### config.mk
export PLATFORM = sky130hd
export DESIGN_NAME = asf_core
export DESIGN_NICKNAME = d
export VERILOG_FILES = /design/src/asf_pkg.sv /design/src/asf_baud_gen.sv /design/src/asf_core.sv
export SDC_FILE = /design/constraint.sdc
export NUM_CORES = 1
export LEC_CHECK = 0
export BUFFER_PORTS_ARGS = -buffer_cell sky130_fd_sc_hd__buf_4
export CAP_MARGIN = 25
export CORE_MARGIN = 2
export CORE_UTILIZATION = 45
export DETAILED_ROUTE_END_ITERATION = 6
export HOLD_SLACK_MARGIN = 0.08
export PLACE_DENSITY = 0.64
export REMOVE_ABC_BUFFERS = 1
export SLEW_MARGIN = 20
export SYNTH_ARGS = -nofsm -noshare
export SYNTH_HDL_FRONTEND = slang
export SYNTH_SLANG_ARGS = --single-unit
export TNS_END_PERCENT = 5
### constraint.sdc
create_clock -name i_clk -period 3.3 [get_ports i_clk]
set_input_delay 0.165 -clock i_clk [delete_from_list [all_inputs] [get_ports i_clk]]
set_output_delay 0.165 -clock i_clk [all_outputs]
set_load 0.03 [all_outputs]
### src/asf_pkg.sv
// package: shared constants for the async serial frame core
package asf_pkg;
  // register offsets on the plain register port
  localparam logic [3:0] ASF_REG_CTRL   = 4'h0; // enables and format
  localparam logic [3:0] ASF_REG_BAUD   = 4'h1; // baud divisor
  localparam logic [3:0] ASF_REG_TXDATA = 4'h2; // transmit character
  localparam logic [3:0] ASF_REG_RXDATA = 4'h3; // receive character
  localparam logic [3:0] ASF_REG_STAT   = 4'h4; // live status
  localparam logic [3:0] ASF_REG_IRQ    = 4'h5; // sticky event bits
  localparam logic [3:0] ASF_REG_IRQEN  = 4'h6; // event enables
  localparam logic [3:0] ASF_REG_IRQCLR = 4'h7; // write one to clear
  // control register field positions
  localparam int ASF_CTRL_TXEN   = 0; // transmitter enable
  localparam int ASF_CTRL_RXEN   = 1; // receiver enable
  localparam int ASF_CTRL_NINE   = 2; // nine data bits
  localparam int ASF_CTRL_ADDEN  = 3; // address detection
  localparam int ASF_CTRL_BRG16  = 4; // sixteen bit divider
  localparam int ASF_CTRL_BREAK  = 5; // send break next
  localparam int ASF_CTRL_TX9    = 6; // tx_ninth_bit
  // sticky event bit positions
  localparam int ASF_EV_TXDONE = 0; // frame sent
  localparam int ASF_EV_RXRDY  = 1; // character received
  localparam int ASF_EV_OVR    = 2; // overrun
  localparam int ASF_EV_FERR   = 3; // framing error
  localparam int ASF_EV_W      = 4; // number of events
  // reset values
  localparam logic [6:0]  ASF_CTRL_RST = 7'h00;
  localparam logic [15:0] ASF_BAUD_RST = 16'h0015;
  // frame figures
  localparam int ASF_BREAK_BITS = 13; // break length in bit times
  localparam int ASF_SYNC_FF    = 3;  // pin synchroniser depth
endpackage : asf_pkg

### src/asf_baud_gen.sv
// baud tick generator: divides the system clock by divisor plus one
module asf_baud_gen #(
  parameter int W = 16                 // divisor width
) (
  input  wire logic         i_clk,     // system clock
  input  wire logic         i_rst_b,   // async reset, active low
  input  wire logic         i_restart, // realign the count
  input  wire logic         i_wide,    // use all W bits
  input  wire logic [W-1:0] i_div,     // divisor value
  output logic              o_tick     // one cycle pulse each period
);
  // elaboration check: the eight-bit mode needs at least eight bits
  if (W < 8) begin : g_w_check
    $error("asf_baud_gen: W below 8");
  end
  logic [W-1:0] count;                  // down counter
  wire  [W-1:0] eff_div = i_wide ? i_div : {{(W-8){1'b0}}, i_div[7:0]};
  wire          at_zero = (count == '0);
  // reload at zero so the period is eff_div + 1 cycles
  always_ff @(posedge i_clk or negedge i_rst_b) begin
    if (!i_rst_b) begin
      count <= '0;
    end else if (i_restart || at_zero) begin
      count <= eff_div;
    end else begin
      count <= count - 1'b1;
    end
  end
  assign o_tick = at_zero && !i_restart;
endmodule : asf_baud_gen

### src/asf_core.sv
// async serial frame core: transmitter, receiver, registers, interrupt
// How it works
// - idle transmit line rests at mark
// - one start, eight or nine data bits
// - start bit space, stop bit mark
// - each bit lasts one bit period
// - data bits least significant first
// - transmit and receive run independently, shared format
// - no hardware parity, ninth bit software
// - eight or sixteen bit baud divider
// - overrun when buffer full at arrival
// - bad stop bit flags framing error
// - nine bit address detection filters characters
// - break of thirteen bit times
// - enabled section drives its own pin
// - disabled section releases pin to GPIO
// - ninth bit is MSB, sent last
// - ninth bit one marks an address
//
// Our own choices: the address map and strobed register access.
module asf_core
  import asf_pkg::*;
#(
  parameter int OVS = 16                  // receive samples per bit
) (
  input  wire logic        i_clk,         // 40 MHz system clock
  input  wire logic        i_rst_b,       // async reset, active low
  input  wire logic [3:0]  i_addr,        // register index
  input  wire logic [15:0] i_wdata,       // write data
  input  wire logic        i_wr,          // write strobe
  input  wire logic        i_rd,          // read strobe
  output logic      [15:0] o_rdata,       // read data, cycle after read
  input  wire logic        i_serial_in_pin, // receive pin level
  output logic             o_serial_out_pin, // transmit pin level
  output logic             o_serial_out_oe,  // transmit pin driven
  output logic             o_rx_pin_owned,   // receive pin used by core
  output logic             o_irq          // level interrupt
);
  import asf_pkg::*;
  // elaboration check: the bit counters assume sixteen samples per bit
  if (OVS != 16) begin : g_ovs_check
    $error("asf_core: OVS must be 16");
  end

  ////////////////////////////////////////////////////////////////////////
  // registers
  logic [6:0]  ctrl;             // control bits
  logic [15:0] baud;             // divisor, per oversample tick
  logic [8:0]  tx_hold;          // one character output buffer
  logic        tx_hold_full;     // output buffer holds a character
  logic        break_req;        // break pending
  logic [8:0]  rx_buf;           // received character
  logic        rx_full;          // receive buffer occupied
  logic        rx_ferr_buf;      // framing error for buffered char
  logic [ASF_EV_W-1:0] irq_stat; // sticky events
  logic [ASF_EV_W-1:0] irq_en;   // event enables

  wire tx_en   = ctrl[ASF_CTRL_TXEN];
  wire rx_en   = ctrl[ASF_CTRL_RXEN];
  wire nine    = ctrl[ASF_CTRL_NINE];
  wire adden   = ctrl[ASF_CTRL_ADDEN];
  wire wr_ctrl = i_wr && (i_addr == ASF_REG_CTRL);
  wire wr_baud = i_wr && (i_addr == ASF_REG_BAUD);
  wire wr_tx   = i_wr && (i_addr == ASF_REG_TXDATA);
  wire rd_rx   = i_rd && (i_addr == ASF_REG_RXDATA);
  wire wr_ien  = i_wr && (i_addr == ASF_REG_IRQEN);
  wire wr_iclr = i_wr && (i_addr == ASF_REG_IRQCLR);

  ////////////////////////////////////////////////////////////////////////
  // oversample tick, shared by both paths
  logic os_tick; // one pulse per sixteenth of a bit
  asf_baud_gen #(.W(16)) asf_baud_gen_i (
    .i_clk     (i_clk),
    .i_rst_b   (i_rst_b),
    .i_restart (wr_baud),
    .i_wide    (ctrl[ASF_CTRL_BRG16]),
    .i_div     (baud),
    .o_tick    (os_tick)
  );

  ////////////////////////////////////////////////////////////////////////
  // transmitter
  typedef enum logic [1:0] {ASF_TX_IDLE, ASF_TX_SHIFT} asf_tx_t;
  asf_tx_t     tx_state;   // transmit state
  logic [10:0] tx_shift;   // start, data, stop, shifted out lsb first
  logic [3:0]  tx_left;    // bits still to send
  logic [3:0]  tx_os;      // oversample count inside one bit
  logic        tx_line;    // line level
  logic        tx_busy_brk;// current frame is a break

  wire tx_bit_end = os_tick && (tx_os == 4'hf);
  wire tx_last    = tx_bit_end && (tx_left == 4'h1);
  wire tx_load    = (tx_state == ASF_TX_IDLE) && tx_en
                    && (tx_hold_full || break_req) && os_tick;
  // starting on a tick keeps the start bit a full sixteen ticks long
  // frame: stop, optional ninth bit, data, start; lsb leaves first
  wire [10:0] frame_9 = {1'b1, tx_hold[8], tx_hold[7:0], 1'b0};
  wire [10:0] frame_8 = {1'b1, 1'b1, tx_hold[7:0], 1'b0};

  // shift the frame one bit per sixteen ticks
  always_ff @(posedge i_clk or negedge i_rst_b) begin
    if (!i_rst_b) begin
      tx_state    <= ASF_TX_IDLE;
      tx_shift    <= '1;
      tx_left     <= 4'h0;
      tx_os       <= 4'h0;
      tx_line     <= 1'b1;
      tx_busy_brk <= 1'b0;
    end else begin
      case (tx_state)
        ASF_TX_IDLE: begin
          tx_line <= 1'b1;
          tx_os   <= 4'h0;
          if (tx_load) begin
            tx_state    <= ASF_TX_SHIFT;
            tx_busy_brk <= break_req;
            // break: 13 zero bits then one stop bit
            tx_shift    <= break_req ? 11'h000
                           : (nine ? frame_9 : frame_8);
            tx_left     <= break_req ? 4'(ASF_BREAK_BITS + 1)
                           : (nine ? 4'd11 : 4'd10);
            tx_line     <= 1'b0; // start bit space
          end
        end
        ASF_TX_SHIFT: begin
          if (os_tick) tx_os <= tx_os + 4'h1;
          if (tx_last) begin
            tx_state <= ASF_TX_IDLE;
            tx_line  <= 1'b1;
          end else if (tx_bit_end) begin
            // lsb first; break ends on a mark stop bit
            // a break fills with space so all 13 bits stay low
            tx_shift <= {!tx_busy_brk, tx_shift[10:1]};
            tx_left  <= tx_left - 4'h1;
            tx_line  <= (tx_busy_brk && tx_left == 4'h2) ? 1'b1
                        : tx_shift[1];
          end
        end
        default: tx_state <= ASF_TX_IDLE;
      endcase
    end
  end
  assign o_serial_out_pin = tx_line;
  assign o_serial_out_oe  = tx_en;

  ////////////////////////////////////////////////////////////////////////
  // receive pin synchroniser, three stages
  logic [ASF_SYNC_FF-1:0] rx_sync; // [0] first stage, read only by [1]
  logic                   rx_lvl;  // filtered line level
  always_ff @(posedge i_clk or negedge i_rst_b) begin
    if (!i_rst_b) begin
      rx_sync <= '1;
      rx_lvl  <= 1'b1;
    end else begin
      rx_sync <= {rx_sync[1:0], i_serial_in_pin};
      if (rx_sync[1] == rx_sync[2]) rx_lvl <= rx_sync[2];
    end
  end

  ////////////////////////////////////////////////////////////////////////
  // receiver
  typedef enum logic [1:0] {ASF_RX_IDLE, ASF_RX_START, ASF_RX_DATA,
                            ASF_RX_STOP} asf_rx_t;
  asf_rx_t    rx_state; // receive state
  logic [3:0] rx_os;    // oversample count
  logic [3:0] rx_cnt;   // data bits taken
  logic [8:0] rx_sh;    // incoming data, fills from the top
  wire        rx_mid  = os_tick && (rx_os == 4'h7);
  wire [3:0]  rx_nbit = nine ? 4'd9 : 4'd8;
  wire [8:0]  rx_char = nine ? rx_sh : {1'b0, rx_sh[8:1]};
  // address filter: drop data characters
  wire        rx_keep = !(nine && adden) || rx_char[8];
  wire        rx_done = (rx_state == ASF_RX_STOP) && rx_mid;
  wire        rx_push = rx_done && rx_keep;
  wire        rx_ovr  = rx_push && rx_full && !rd_rx;

  // sample each bit mid-period after a falling edge
  always_ff @(posedge i_clk or negedge i_rst_b) begin
    if (!i_rst_b) begin
      rx_state <= ASF_RX_IDLE;
      rx_os    <= 4'h0;
      rx_cnt   <= 4'h0;
      rx_sh    <= '0;
    end else if (!rx_en) begin
      rx_state <= ASF_RX_IDLE;
    end else begin
      if (os_tick) rx_os <= rx_os + 4'h1;
      case (rx_state)
        ASF_RX_IDLE: begin
          rx_os <= 4'h0;
          if (!rx_lvl) rx_state <= ASF_RX_START;
        end
        ASF_RX_START: if (rx_mid) begin
          // false start if the line is back at mark
          rx_state <= rx_lvl ? ASF_RX_IDLE : ASF_RX_DATA;
          rx_cnt   <= 4'h0;
        end
        ASF_RX_DATA: if (rx_mid) begin
          rx_sh  <= {rx_lvl, rx_sh[8:1]};
          rx_cnt <= rx_cnt + 4'h1;
          if (rx_cnt + 4'h1 == rx_nbit) rx_state <= ASF_RX_STOP;
        end
        ASF_RX_STOP: if (rx_mid) rx_state <= ASF_RX_IDLE;
        default: rx_state <= ASF_RX_IDLE;
      endcase
    end
  end

  // buffer: an overrun keeps the old character, new one is lost
  always_ff @(posedge i_clk or negedge i_rst_b) begin
    if (!i_rst_b) begin
      rx_buf      <= '0;
      rx_full     <= 1'b0;
      rx_ferr_buf <= 1'b0;
    end else if (rx_push && !rx_ovr) begin
      rx_buf      <= rx_char;
      rx_full     <= 1'b1;
      rx_ferr_buf <= !rx_lvl;
    end else if (rd_rx) begin
      rx_full <= 1'b0;
    end
  end
  assign o_rx_pin_owned = rx_en;

  ////////////////////////////////////////////////////////////////////////
  // control registers and output buffer
  always_ff @(posedge i_clk or negedge i_rst_b) begin
    if (!i_rst_b) begin
      ctrl         <= ASF_CTRL_RST;
      baud         <= ASF_BAUD_RST;
      tx_hold      <= '0;
      tx_hold_full <= 1'b0;
      break_req    <= 1'b0;
      irq_en       <= '0;
    end else begin
      if (wr_ctrl) ctrl <= i_wdata[6:0] & 7'h5f; // break bit self-clears
      if (wr_baud) baud <= i_wdata;
      if (wr_ien)  irq_en <= i_wdata[ASF_EV_W-1:0];
      if (wr_ctrl && i_wdata[ASF_CTRL_BREAK]) break_req <= 1'b1;
      else if (tx_load) break_req <= 1'b0;
      // tx_ninth_bit travels with the character, no parity
      if (wr_tx && !tx_hold_full) begin
        tx_hold      <= {ctrl[ASF_CTRL_TX9], i_wdata[7:0]};
        tx_hold_full <= 1'b1;
      end else if (tx_load && !break_req) begin
        tx_hold_full <= 1'b0;
      end
    end
  end

  ////////////////////////////////////////////////////////////////////////
  // sticky interrupt status; a set beats a clear in the same cycle
  wire [ASF_EV_W-1:0] ev_set = {rx_push && !rx_ovr && !rx_lvl,
                                rx_ovr, rx_push && !rx_ovr, tx_last};
  always_ff @(posedge i_clk or negedge i_rst_b) begin
    if (!i_rst_b) begin
      irq_stat <= '0;
    end else begin
      irq_stat <= (irq_stat & ~(wr_iclr ? i_wdata[ASF_EV_W-1:0]
                                        : {ASF_EV_W{1'b0}})) | ev_set;
    end
  end
  assign o_irq = |(irq_stat & irq_en);

  ////////////////////////////////////////////////////////////////////////
  // read mux; unmapped offsets read zero
  wire [15:0] stat_word = {10'h000, rx_state != ASF_RX_IDLE,
                           rx_ferr_buf, rx_full, tx_state == ASF_TX_IDLE,
                           tx_hold_full, break_req};
  logic [15:0] next_rdata; // selected read value
  always_comb begin
    case (i_addr)
      ASF_REG_CTRL:   next_rdata = {9'h000, ctrl};
      ASF_REG_BAUD:   next_rdata = baud;
      ASF_REG_RXDATA: next_rdata = {7'h00, rx_buf};
      ASF_REG_STAT:   next_rdata = stat_word;
      ASF_REG_IRQ:    next_rdata = {12'h000, irq_stat};
      ASF_REG_IRQEN:  next_rdata = {12'h000, irq_en};
      default:        next_rdata = 16'h0000;
    endcase
  end
  always_ff @(posedge i_clk or negedge i_rst_b) begin
    if (!i_rst_b) o_rdata <= 16'h0000;
    else          o_rdata <= i_rd ? next_rdata : 16'h0000;
  end

  ////////////////////////////////////////////////////////////////////////
  // assertions
  idle_mark_a: assert property (
    @(posedge i_clk) disable iff (!i_rst_b)
    (tx_state == ASF_TX_IDLE) |-> o_serial_out_pin)
    else $error("line not at mark while idle");
  start_space_a: assert property (
    @(posedge i_clk) disable iff (!i_rst_b)
    tx_load |=> !o_serial_out_pin)
    else $error("start bit not space");
  bit_hold_a: assert property (
    @(posedge i_clk) disable iff (!i_rst_b)
    (tx_state == ASF_TX_SHIFT && !tx_bit_end) |=> $stable(tx_line))
    else $error("line moved inside a bit");
  stop_mark_a: assert property (
    @(posedge i_clk) disable iff (!i_rst_b)
    tx_last |=> o_serial_out_pin)
    else $error("stop not mark");
  ovr_keep_a: assert property (
    @(posedge i_clk) disable iff (!i_rst_b)
    rx_ovr |=> irq_stat[ASF_EV_OVR] && $stable(rx_buf))
    else $error("overrun lost or buffer overwritten");
  ferr_flag_a: assert property (
    @(posedge i_clk) disable iff (!i_rst_b)
    (rx_push && !rx_ovr && !rx_lvl) |=> rx_ferr_buf)
    else $error("framing error missed");
  // a read in the same cycle may empty the buffer legally
  addr_drop_a: assert property (
    @(posedge i_clk) disable iff (!i_rst_b)
    (rx_done && nine && adden && !rx_char[8] && !rd_rx)
    |=> $stable(rx_full))
    else $error("data kept in address mode");
  pin_release_a: assert property (
    @(posedge i_clk) disable iff (!i_rst_b)
    !tx_en |-> !o_serial_out_oe)
    else $error("pin driven while disabled");
endmodule : asf_core

==> metrics.txt, run 1 <==
FMAX=just under 400 MHz; reg2reg start=asf_baud_gen_i.count[0]; Commonest cells post-synth=110 x dfrtp_1, 78 x nand2_1, 64 x o21ai_0; DP Worst Slack=0.8661 ns; top-count cell post-synth=dfrtp_1; Core Rows=42; crit start category=input pin; via count=4498; # fillers=1156; Clock Pin Slew Worst Setup and Hold Paths=0.06 ns; share of layout cells above drive strength 1=0.2286; area grow syn2layout=21.45%; max-slew violation count=0; GRT Resource Usage Total=0.2144; Setup TNS Final=0 ns; CTS tree=yes; status=finished, final reports clean; worst hold slack=0.1227 ns; hold path startpoint=i_addr[1]; Static Leakage=between 3 and 4 nW; count of TritonRoute iterations in the first routing pass=5; syn_area_per_cell=10.68 µm²; Max-Cap Viols=0; CTS H-tree depth=4; Worst Tran Pin Value=0.8242 ns; worst IR drop on VDD=0.4249 mV; synthesized area=about 0.0061 mm²; leading area contributor after synthesis=dfrtp_1; DIE AREA=0.01440 mm²; Routed Wire Length=about 14 mm; distinct cell type count after synthesis=between 60 and 70; RSZ-0062 raised after global routing=no; setup slack after layout=0.7258 ns; cts bufs inserted=17; Final HPWL DP=9.986 mm; number of enable flip-flop cells after synthesis=0; synth warn=0; first-pass GRT wire length=23.51 mm; IO buf count=44; Worst EP arrival=2.90 ns; CP Max Fanout=17; clk sinks=128; CP endpoint kind=flop; worst-skew pair later-pin latency=between 0.4 and 0.5 ns; vias in the first global route=4427; critical path class=input pin to flop; Final min period=2.574 ns; height of the die=120.0 µm; Worst R2R Setup Slack=0.90 ns; Final Hold Fails=0; core area=about 0.013 mm²; maximum number of pins on one net before global-route repair=69; synth top area cells=dfrtp_1 45%, dfstp_2 7.8%, mux2_2 6.5%; global route overflow=0; Final period util=0.7801; worst path required time=~3.6 ns; I/O pins=45; CTS resizes=0; r2r endpoint=asf_baud_gen_i.count[13]; root buffer cell=clkbuf_16; Routed wire per std cell=17.34 µm; drt drc=0; Die Wd=120.0 µm; ant diodes=0; Cells after Synth=roughly 570; final net count=approximately 660; Initial Util=0.4590; drt via density=5.492; Yosys top cell area share=0.4546; Worst Reg-to-Reg Cells=8; ys async rst share=1.000; Routed Antenna Nets=0; Yosys reg bits=128; Hold Path Sink=o_rdata[7]; sequential fraction of the synthesis area=0.5328; final setup vio count=0; top_reg_cell synth=dfrtp_1; Clock Skew=0.01568 ns; Max-slew headroom=0.4505; Clock Tree Buf Depth=2; worst hold stages=3; drt initial violations=338; Hold WC Path Type=input pin to flop; initial antenna violation count=0; RePlAce Congestion=0.8514; PD cells=between 600 and 700 mW/mm²
## how the worst max path moves through the flow
stage                     startpoint                       end  depth (start not counted)
after floorplan            i_addr[1]  asf_baud_gen_i.count[10]                          4
after global placement     i_addr[0]  asf_baud_gen_i.count[11]                          8
after detailed placement   i_addr[0]  asf_baud_gen_i.count[13]                          8
after CTS                  i_addr[3]  asf_baud_gen_i.count[13]                          9
after global routing       i_addr[3]  asf_baud_gen_i.count[13]                          9
final                      i_addr[3]  asf_baud_gen_i.count[13]                          9
## kinds of logic after synthesis
| group | synth area share |
|---|---|
| multiplexers | 0.1006 |
| AND/OR/NAND/NOR | 0.1653 |
| adder cells (fa/ha/maj) | 0.01819 |
| buffers and inverters | 0.03058 |
| AO/OA/AOI/OAI | 0.1265 |
| XOR/XNOR | 0.02604 |
| flip-flops | 0.5328 |
## cell usage in the layout (no fill, tap or decap), drive strengths merged, types with 5 or more instances in the layout
cell type	instances
inv	18
dfrtp	110
dfstp	18
xor2	6
o21ai	64
xnor2	12
nor4	7
mux2	36
dlygate4sd3	21
a22oi	11
a21oi	13
nand3	17
ha	8
mux2i	20
nor3	8
nand4	7
and3	10
clkbuf	20
nand2	78
nor2	27
nor3b	9
clkinv	5
buf	50
## layer usage
layer / vias to the layer above / GRT usage / part of all wire
met5: - / 0 / 0
met4: 0 / 0.08088 / 0.017
met3: 19 / 0.05228 / 0.046
met2: 88 / 0.3381 / 0.48
met1: 2232 / 0.2871 / 0.45
li1: 2159 / - / -
## worst max-delay path: stages
cell,delay (ns)
dlygate4sd3_1,0.53
buf_4,0.17
nor4b_2,0.27
buf_4,0.24
and2_1,0.59
o21bai_2,0.40
buf_4,0.30
nand3_1,0.10
o21ai_0,0.13
## flip-flops by register name (all words and copies together) (netlist names), 6 cells and up
| name | flops |
|---|---|
| asf_baud_gen_i.count | 16 |
| baud | 16 |
| ctrl | 6 |
| o_rdata | 16 |
| rx_buf | 9 |
| rx_sh | 9 |
| tx_hold | 9 |
| tx_shift | 10 |
## power breakdown
group	switching (mW)	internal, mW
sequential	0.281	1.81
clock	0.693	1.19
combinational	0.406	0.373
## layout make-up
type	instances	area (µm²)	share of cell area
Clock inverter	12	158.9	0.02161
Sequential cell	128	3226	0.4387
Tap cell	176	220.2	0.02995
Timing Repair Buffer	71	598.1	0.08133
Clock buffer	20	436.7	0.05938
Multi-Input combinational cell	396	2654	0.3609
Inverter	16	60.06	0.008167
## what timing repair did
| action | 4_1_cts | 5_1_grt |
|---|---|---|
| buffers inserted | 0 | 0 |
| hold buffers | 21 | 0 |
| setup endpoints to repair | 0 | 0 |
| hold endpoints to repair | 94 | 0 |
## stage by stage
stage | util | instances | total power [mW] | instance area (µm²)
global placement | 0.4964 | 766 | 2.842 | 6548
floorplan | - | 540 | 2.570 | 5929
detailed placement | 0.4964 | 766 | 2.876 | 6548
CTS | 0.5575 | 819 | 4.785 | 7353
finish | 0.5575 | 819 | 4.753 | 7353
global route | 0.5575 | 819 | 4.980 | 7353
Note: power is estimated with default switching activity, not from simulation.
==> run 2: changes to the inputs <==
- ABC_AREA: default -> 1
- PLACE_DENSITY: 0.64 -> 0.66
- clock period: 3.3 -> 2.2 ns (I/O delays scaled with it)
==> metrics.txt, run 2 <==
Routed Antenna Nets=0 (unchanged); mux contribution to synthesized area=0.01316 (-0.08749); worst path required time=2.56 ns (-1.07 ns); crit start category=flop; Yosys reg bits=128 (unchanged); Yosys top cell area share=0.4522 (-0.002430); max-slew violation count=0 (unchanged); Regs by FF count=asf_baud_gen_i.count x16, baud x16, o_rdata x16; commonest non-fill, non-tap cell in the layout=nand2_1; drt initial violations=428 (+27%); share of layout cells above drive strength 1=0.1751 (-0.05355); Die Wd=120.3 µm (+0.26%); CP Max Fanout=12 (-5); worst hold stages=5 (+2); top_reg_cell synth=dfrtp_1; height of the die=120.3 µm (+0.26%); area grow syn2layout=21.81%; Clock Skew=0.008029 ns (-0.007647 ns); Max-Cap Viols=0 (unchanged); vias in the first global route=4863 (+9.8%); Final Hold Fails=0 (unchanged); worst-skew pair later-pin latency=0.42 ns (about the same); drt via density=5.080 (-7.5%); P_sw=1.885 mW (+37%); Power Internal=4.988 mW (+48%); DIE AREA=0.01447 mm² (+0.52%); IO buf count=44 (unchanged); Routed wire per std cell=14.28 µm (-18%); count of TritonRoute iterations in the first routing pass=5 (unchanged); Compound-Gate Fraction of Synth Area=0.1295 (+0.003024); Flop pwr share=0.420 (-0.020); CTS H-tree depth=4 (unchanged); Final period util=0.9151; cts bufs inserted=17 (unchanged); top-count cell post-synth=nand2_1; Crit-path slowest cell=dfrtp_1; synth warn=0 (unchanged); first-pass GRT wire length=23.43 mm (-0.32%); CTS tree=yes; synthesized area=0.006087 mm² (+0.54%); sequential fraction of the synthesis area=0.5299 (-0.002847); Max-slew headroom=0.6041 (+0.1536); Synth Area in Adders=0.01809 (-0.00009719); Routed Wire Length=13.85 mm (-2.5%); ant diodes=0 (unchanged); via count=4928 (+9.6%); Worst Reg-to-Reg Cells=10 (+2); RePlAce Congestion=0.8841 (+3.8%); switching part of the total=0.2743 (-0.01618); clock network power share=0.421 (+0.025); root buffer cell=clkbuf_16; crit-path cells=inv_1, ha_1, nand3_1, nor2_2, nand3_2, nor2_4, nand3_2, inv_2, nand2_1, nand2_1; RSZ-0062 raised after global routing=no; synth top area cells=dfrtp_1 45%, nand2_1 12%, dfstp_2 7.8%; PD cells=927.1 mW/mm² (+43%); final setup vio count=0 (unchanged); ys async rst share=1.000 (unchanged); distinct cell type count after synthesis=41 (-37%); Cells after Synth=706 (+25%); Post-Place Cells=919 (+20%); Hold WC Path Type=input pin to flop; Setup TNS Final=0 ns (unchanged); worst IR drop on VDD=0.4608 mV (+8.5%); critical path class=flop to flop; Initial Util=0.4597 (+0.0006350); GRT Resource Usage Total=0.2069 (-0.007517); combinational family with the most area after synthesis=simple AND/OR/NAND/NOR gates; Worst R2R Setup Slack=0.19 ns (-0.71 ns); drt drc=0 (unchanged); Logic pwr share=0.159 (-0.005); XOR/XNOR share of the synthesized area=0.01439 (-0.01165); commonest cells after routing, fill and taps aside=196 x nand2_1, 110 x dfrtp_1, 77 x inv_1, 77 x o21ai_0; r2r endpoint=rx_cnt[1]; initial antenna violation count=0 (unchanged); core area=0.01324 mm² (+0.40%); worst hold slack=0.1638 ns (+0.04108 ns); Worst EP arrival=2.37 ns (-0.53 ns); Finished Layout Cells=970 (+18%); global route overflow=0 (unchanged); hold path startpoint=i_wr; reg2reg start=asf_baud_gen_i.count[0]; maximum number of pins on one net before global-route repair=45 (-35%); leading area contributor after synthesis=dfrtp_1; Commonest cells post-synth=196 x nand2_1, 110 x dfrtp_1, 77 x inv_1, 77 x o21ai_0, 53 x nor2_1; Simple-Gate Fraction of Synth Area=0.2261 (+0.06078); Worst Tran Pin Value=0.5938 ns (-0.2304 ns); Final HPWL DP=10.12 mm (+1.4%); clk sinks=128 (unchanged); FMAX=roughly 500 MHz; final net count=814 (+23%); Core Rows=42 (unchanged); syn_area_per_cell=8.622 µm² (-19%); Largest stage delay, worst path=0.38 ns (-0.21 ns); Clock Tree Buf Depth=2 (unchanged); DP Worst Slack=0.2139 ns (-0.6522 ns); Final min period=2.013 ns; setup slack after layout=0.1868 ns (-0.5390 ns); CP endpoint kind=flop; I/O pins=45 (unchanged); Hold Path Sink=irq_en[0]; Clock Pin Slew Worst Setup and Hold Paths=0.05 ns (about the same); status=finished, final reports clean; Static Leakage=3.590 nW (+10%); number of enable flip-flop cells after synthesis=0 (unchanged)
run 2: cell types whose count changed after synthesis, sizes merged, moves of 6 or more:
cell	before	now
a22oi	11	0
and3	10	0
o21ai	64	90
xnor2	12	6
nor4	7	0
mux2i	20	8
nand3	17	40
o22ai	4	10
nor2	27	64
clkbuf	15	5
inv	16	79
mux2	36	0
nand2	78	201
nor3b	9	0
run 2: layout make-up:
cell class / instances / area [µm²]
repair buffers: 73 / 608.1
inverters: 81 / 304.0
well taps: 176 / 220.2
fillers: 1182 / 5828
clock buffers: 26 / 509.2
multi-input cells: 480 / 2442
flip-flops and latches: 128 / 3226
clock inverters: 6 / 105.1
run 2: kinds of logic after synthesis:
kind of cell | Yosys count
compound gates | 131
buf+inv | 98
flops | 128
mux | 8
xor+xnor | 10
simple gates | 322
fa+ha+maj | 9
run 2: timing repair:
item	in CTS	in global routing
hold endpoints to repair	68	0
resized for setup	0	0
setup buffers	0	0
hold buffers	19	0
run 2: critical path: cells and delay by family (launching register included):
| family | cells | cell delay (ns) |
|---|---|---|
| fa+ha+maj | 1 | 0.18 |
| simple gates | 7 | 1.04 |
| flops | 1 | 0.38 |
| buf+inv | 2 | 0.37 |
run 2: power by group through the flow:
| stage | sequential (mW) | combinational [mW] | clock, mW |
|---|---|---|---|
| floorplan | 2.90 | 0.725 | 0 |
| global placement | 2.91 | 1.05 | 0 |
| detailed placement | 2.92 | 1.07 | 0 |
| CTS | 2.89 | 1.10 | 2.93 |
| global route | 2.93 | 1.25 | 3.04 |
| finish | 2.89 | 1.10 | 2.89 |
run 2: through the flow:
| step | util | power, mW | area, µm² |
|---|---|---|---|
| after floorplan | - | 3.622 | 5972 |
| after global placement | 0.4992 | 3.959 | 6610 |
| after detailed placement | 0.4992 | 3.992 | 6610 |
| after CTS | 0.5599 | 6.919 | 7415 |
| after global routing | 0.5599 | 7.216 | 7415 |
| final | 0.5599 | 6.874 | 7415 |
run 2: worst max path at each step:
stage	end	slack [ns]	cells after the start	startpoint
after floorplan	rx_buf[0]	0.40	5	ctrl[2]
after global placement	rx_cnt[0]	0.33	10	asf_baud_gen_i.count[0]
after detailed placement	rx_cnt[1]	0.21	10	asf_baud_gen_i.count[0]
after CTS	rx_cnt[1]	0.20	10	asf_baud_gen_i.count[0]
after global routing	rx_cnt[1]	0.003	10	asf_baud_gen_i.count[0]
final	rx_cnt[1]	0.19	10	asf_baud_gen_i.count[0]
run 2: layer usage:
metal | wire (µm) | track usage | vias up
met5 | 0 | 0 | -
met4 | 335 | 0.09302 | 0
met3 | 627 | 0.04764 | 25
met2 | 6857 | 0.3381 | 98
met1 | 6031 | 0.2631 | 2370
li1 | - | - | 2435
==> run 3: changes to the inputs <==
- PLACE_DENSITY: 0.66 -> 0.71
==> metrics.txt, run 3 (synthesized netlist as in run 2, its figures left out) <==
vias in the first global route=4866 (+0.062%); Die Wd=120.3 µm (unchanged); crit-path leading delay family=simple AND/OR/NAND/NOR gates; Core Rows=42 (unchanged); first-pass GRT wire length=22.94 mm (-2.1%); Max-Cap Viols=0 (unchanged); RSZ-0062 raised after global routing=no; Setup TNS Final=0 ns (unchanged); root buffer cell=clkbuf_16; maximum number of pins on one net before global-route repair=77 (+71%); Logic pwr share=0.164 (+0.005); drt via density=5.128 (+0.94%); switching part of the total=0.2863 (+0.01202); DIE AREA=0.01447 mm² (unchanged); Routed Antenna Nets=0 (unchanged); Routed wire per std cell=14.31 µm (+0.22%); clk sinks=128 (unchanged); finished layout cell area=0.007385 mm² (-0.41%); Hold WC Path Type=input pin to flop; met2 GRT Util=0.3420 (+0.003906); core area=0.01324 mm² (unchanged); Routed Wire Length=13.85 mm (about the same); crit-path cells=inv_1, ha_1, nand3_1, nor2_2, nand3_2, nor2_4, nand3_2, or2_0, nand2_1; IO buf count=44 (unchanged); worst path required time=2.56 ns (about the same); CP most frequent cell=nand3_2; CTS tree=yes; worst IR drop on VDD=0.4154 mV (-9.9%); Largest stage delay, worst path=0.38 ns (about the same); Final Hold Fails=0 (unchanged); final setup vio count=0 (unchanged); drt initial violations=337 (-21%); via count=4964 (+0.73%); CP Max Fanout=12 (unchanged); cts bufs inserted=17 (unchanged); met3 Usage GRT=0.04953 (+0.001887); FMAX=495.2 MHz (-0.31%); I/O pins=45 (unchanged); commonest non-fill, non-tap cell in the layout=nand2_1; crit start category=flop; Clock Pin Slew Worst Setup and Hold Paths=0.06 ns (about the same); Crit-path slowest cell=dfrtp_1; Bufs and invs on worst path=1 (-1); final net count=812 (-0.25%); ant diodes=0 (unchanged); share of layout cells above drive strength 1=0.1755 (+0.0004421); Initial Util=0.4597 (unchanged); height of the die=120.3 µm (unchanged); Clock Skew=0.005594 ns (-0.002435 ns); Final HPWL DP=9.886 mm (-2.3%); # fillers=1205 (+1.9%); commonest cells after routing, fill and taps aside=196 x nand2_1, 110 x dfrtp_1, 77 x inv_1, 77 x o21ai_0, 53 x nor2_1; GRT Resource Usage Total=0.2029 (-0.003996); busiest grt layer=met2; Clock Tree Buf Depth=2 (unchanged); global route overflow=0 (unchanged); RePlAce Congestion=0.9360 (+5.9%); Max-slew headroom=0.6589 (+0.05475); Static Leakage=3.569 nW (-0.58%); Crit. Startpoint=asf_baud_gen_i.count[0]; max-slew violation count=0 (unchanged); drt drc=0 (unchanged); Power Internal=4.812 mW (-3.5%); Regs by FF count=asf_baud_gen_i.count x16, baud x16, o_rdata x16; Final period util=0.9180 (+0.002868); status=finished, final reports clean; hold path startpoint=i_wr; critical path class=flop to flop; worst-skew pair later-pin latency=0.42 ns (about the same); PD cells=913.0 mW/mm² (-1.5%); GR Layer Usage met1=0.2411 (-0.02204); Flop pwr share=0.428 (+0.008); Placement Cell Area=0.006608 mm² (about the same); CTS H-tree depth=4 (unchanged); clock network power share=0.408 (-0.013); P_sw=1.930 mW (+2.4%); Final min period=2.020 ns (+0.006309 ns); reg2reg start=asf_baud_gen_i.count[0]; count of TritonRoute iterations in the first routing pass=5 (unchanged); CP endpoint kind=flop; initial antenna violation count=0 (unchanged); Post-CTS Setup Inserts=0 (unchanged); area grow syn2layout=21.32%; Worst Tran Pin Value=0.5082 ns (-0.08556 ns); Worst EP arrival=2.38 ns (about the same)
run 3: per-stage QoR:
step / worst slack (ns) / total power [mW] / util / hold slack [ns] / cells
detailed placement: 0.2053 / 3.987 / 0.4990 / 0.1068 / 917
CTS: 0.1553 / 6.783 / 0.5574 / 0.1612 / 968
floorplan: 0.3950 / 3.622 / - / -0.1856 / 689
global placement: 0.3545 / 3.954 / 0.4990 / 0.1043 / 917
global route: 0.01820 / 7.086 / 0.5576 / 0.1895 / 968
finish: 0.1805 / 6.742 / 0.5576 / 0.1843 / 968
run 3: timing repair:
action | CTS | global route
hold endpoints to repair | 151 | 0
hold buffers | 19 | 0
gates resized for setup | 0 | 1
endpoints found under the setup margin | 0 | 4
run 3: worst min-delay path, cell delays in order:
cell	delay [ns]
buf_4	0.14
nand3_1	0.15
o21ai_0	0.10
nand2_1	0.07
run 3: worst paths after layout:
check / slack [ns] / to / cells past startpoint
max: 0.18 / rx_cnt[2] / 9
min: 0.18 / irq_stat[1] / 4
max reg2reg: 0.18 / rx_cnt[2] / 9
min reg2reg: 0.35 / rx_sync[1] / 0
max in group asynchronous: 1.53 / o_serial_out_pin / 3
min in group asynchronous: 0.21 / rx_sync[0] / 2
run 3: area by class of cell:
cell class	instances	area, µm²	share of cell area
Clock inverter	10	110.1	0.01491
Tap cell	176	220.2	0.02982
Clock buffer	22	474.2	0.06422
Timing Repair Buffer	71	605.6	0.08201
Sequential cell	128	3226	0.4368
Multi-Input combinational cell	480	2442	0.3307
Inverter	81	306.5	0.04151
run 3: per-layer routing:
layer	share of wire	vias up
met5	0	-
met1	0.42	2374
met3	0.045	32
met4	0.035	0
li1	-	2434
met2	0.50	124
run 3: power by group through the flow:
| stage | Sequential [mW] | Combinational, mW | Clock, mW |
|---|---|---|---|
| 6_report | 2.88 | 1.11 | 2.75 |
| 5_1_grt | 2.92 | 1.26 | 2.91 |
| 4_1_cts | 2.88 | 1.12 | 2.78 |
| 3_5_place_dp | 2.92 | 1.07 | 0 |
| 3_3_place_gp | 2.91 | 1.04 | 0 |
| 2_1_floorplan | 2.90 | 0.725 | 0 |
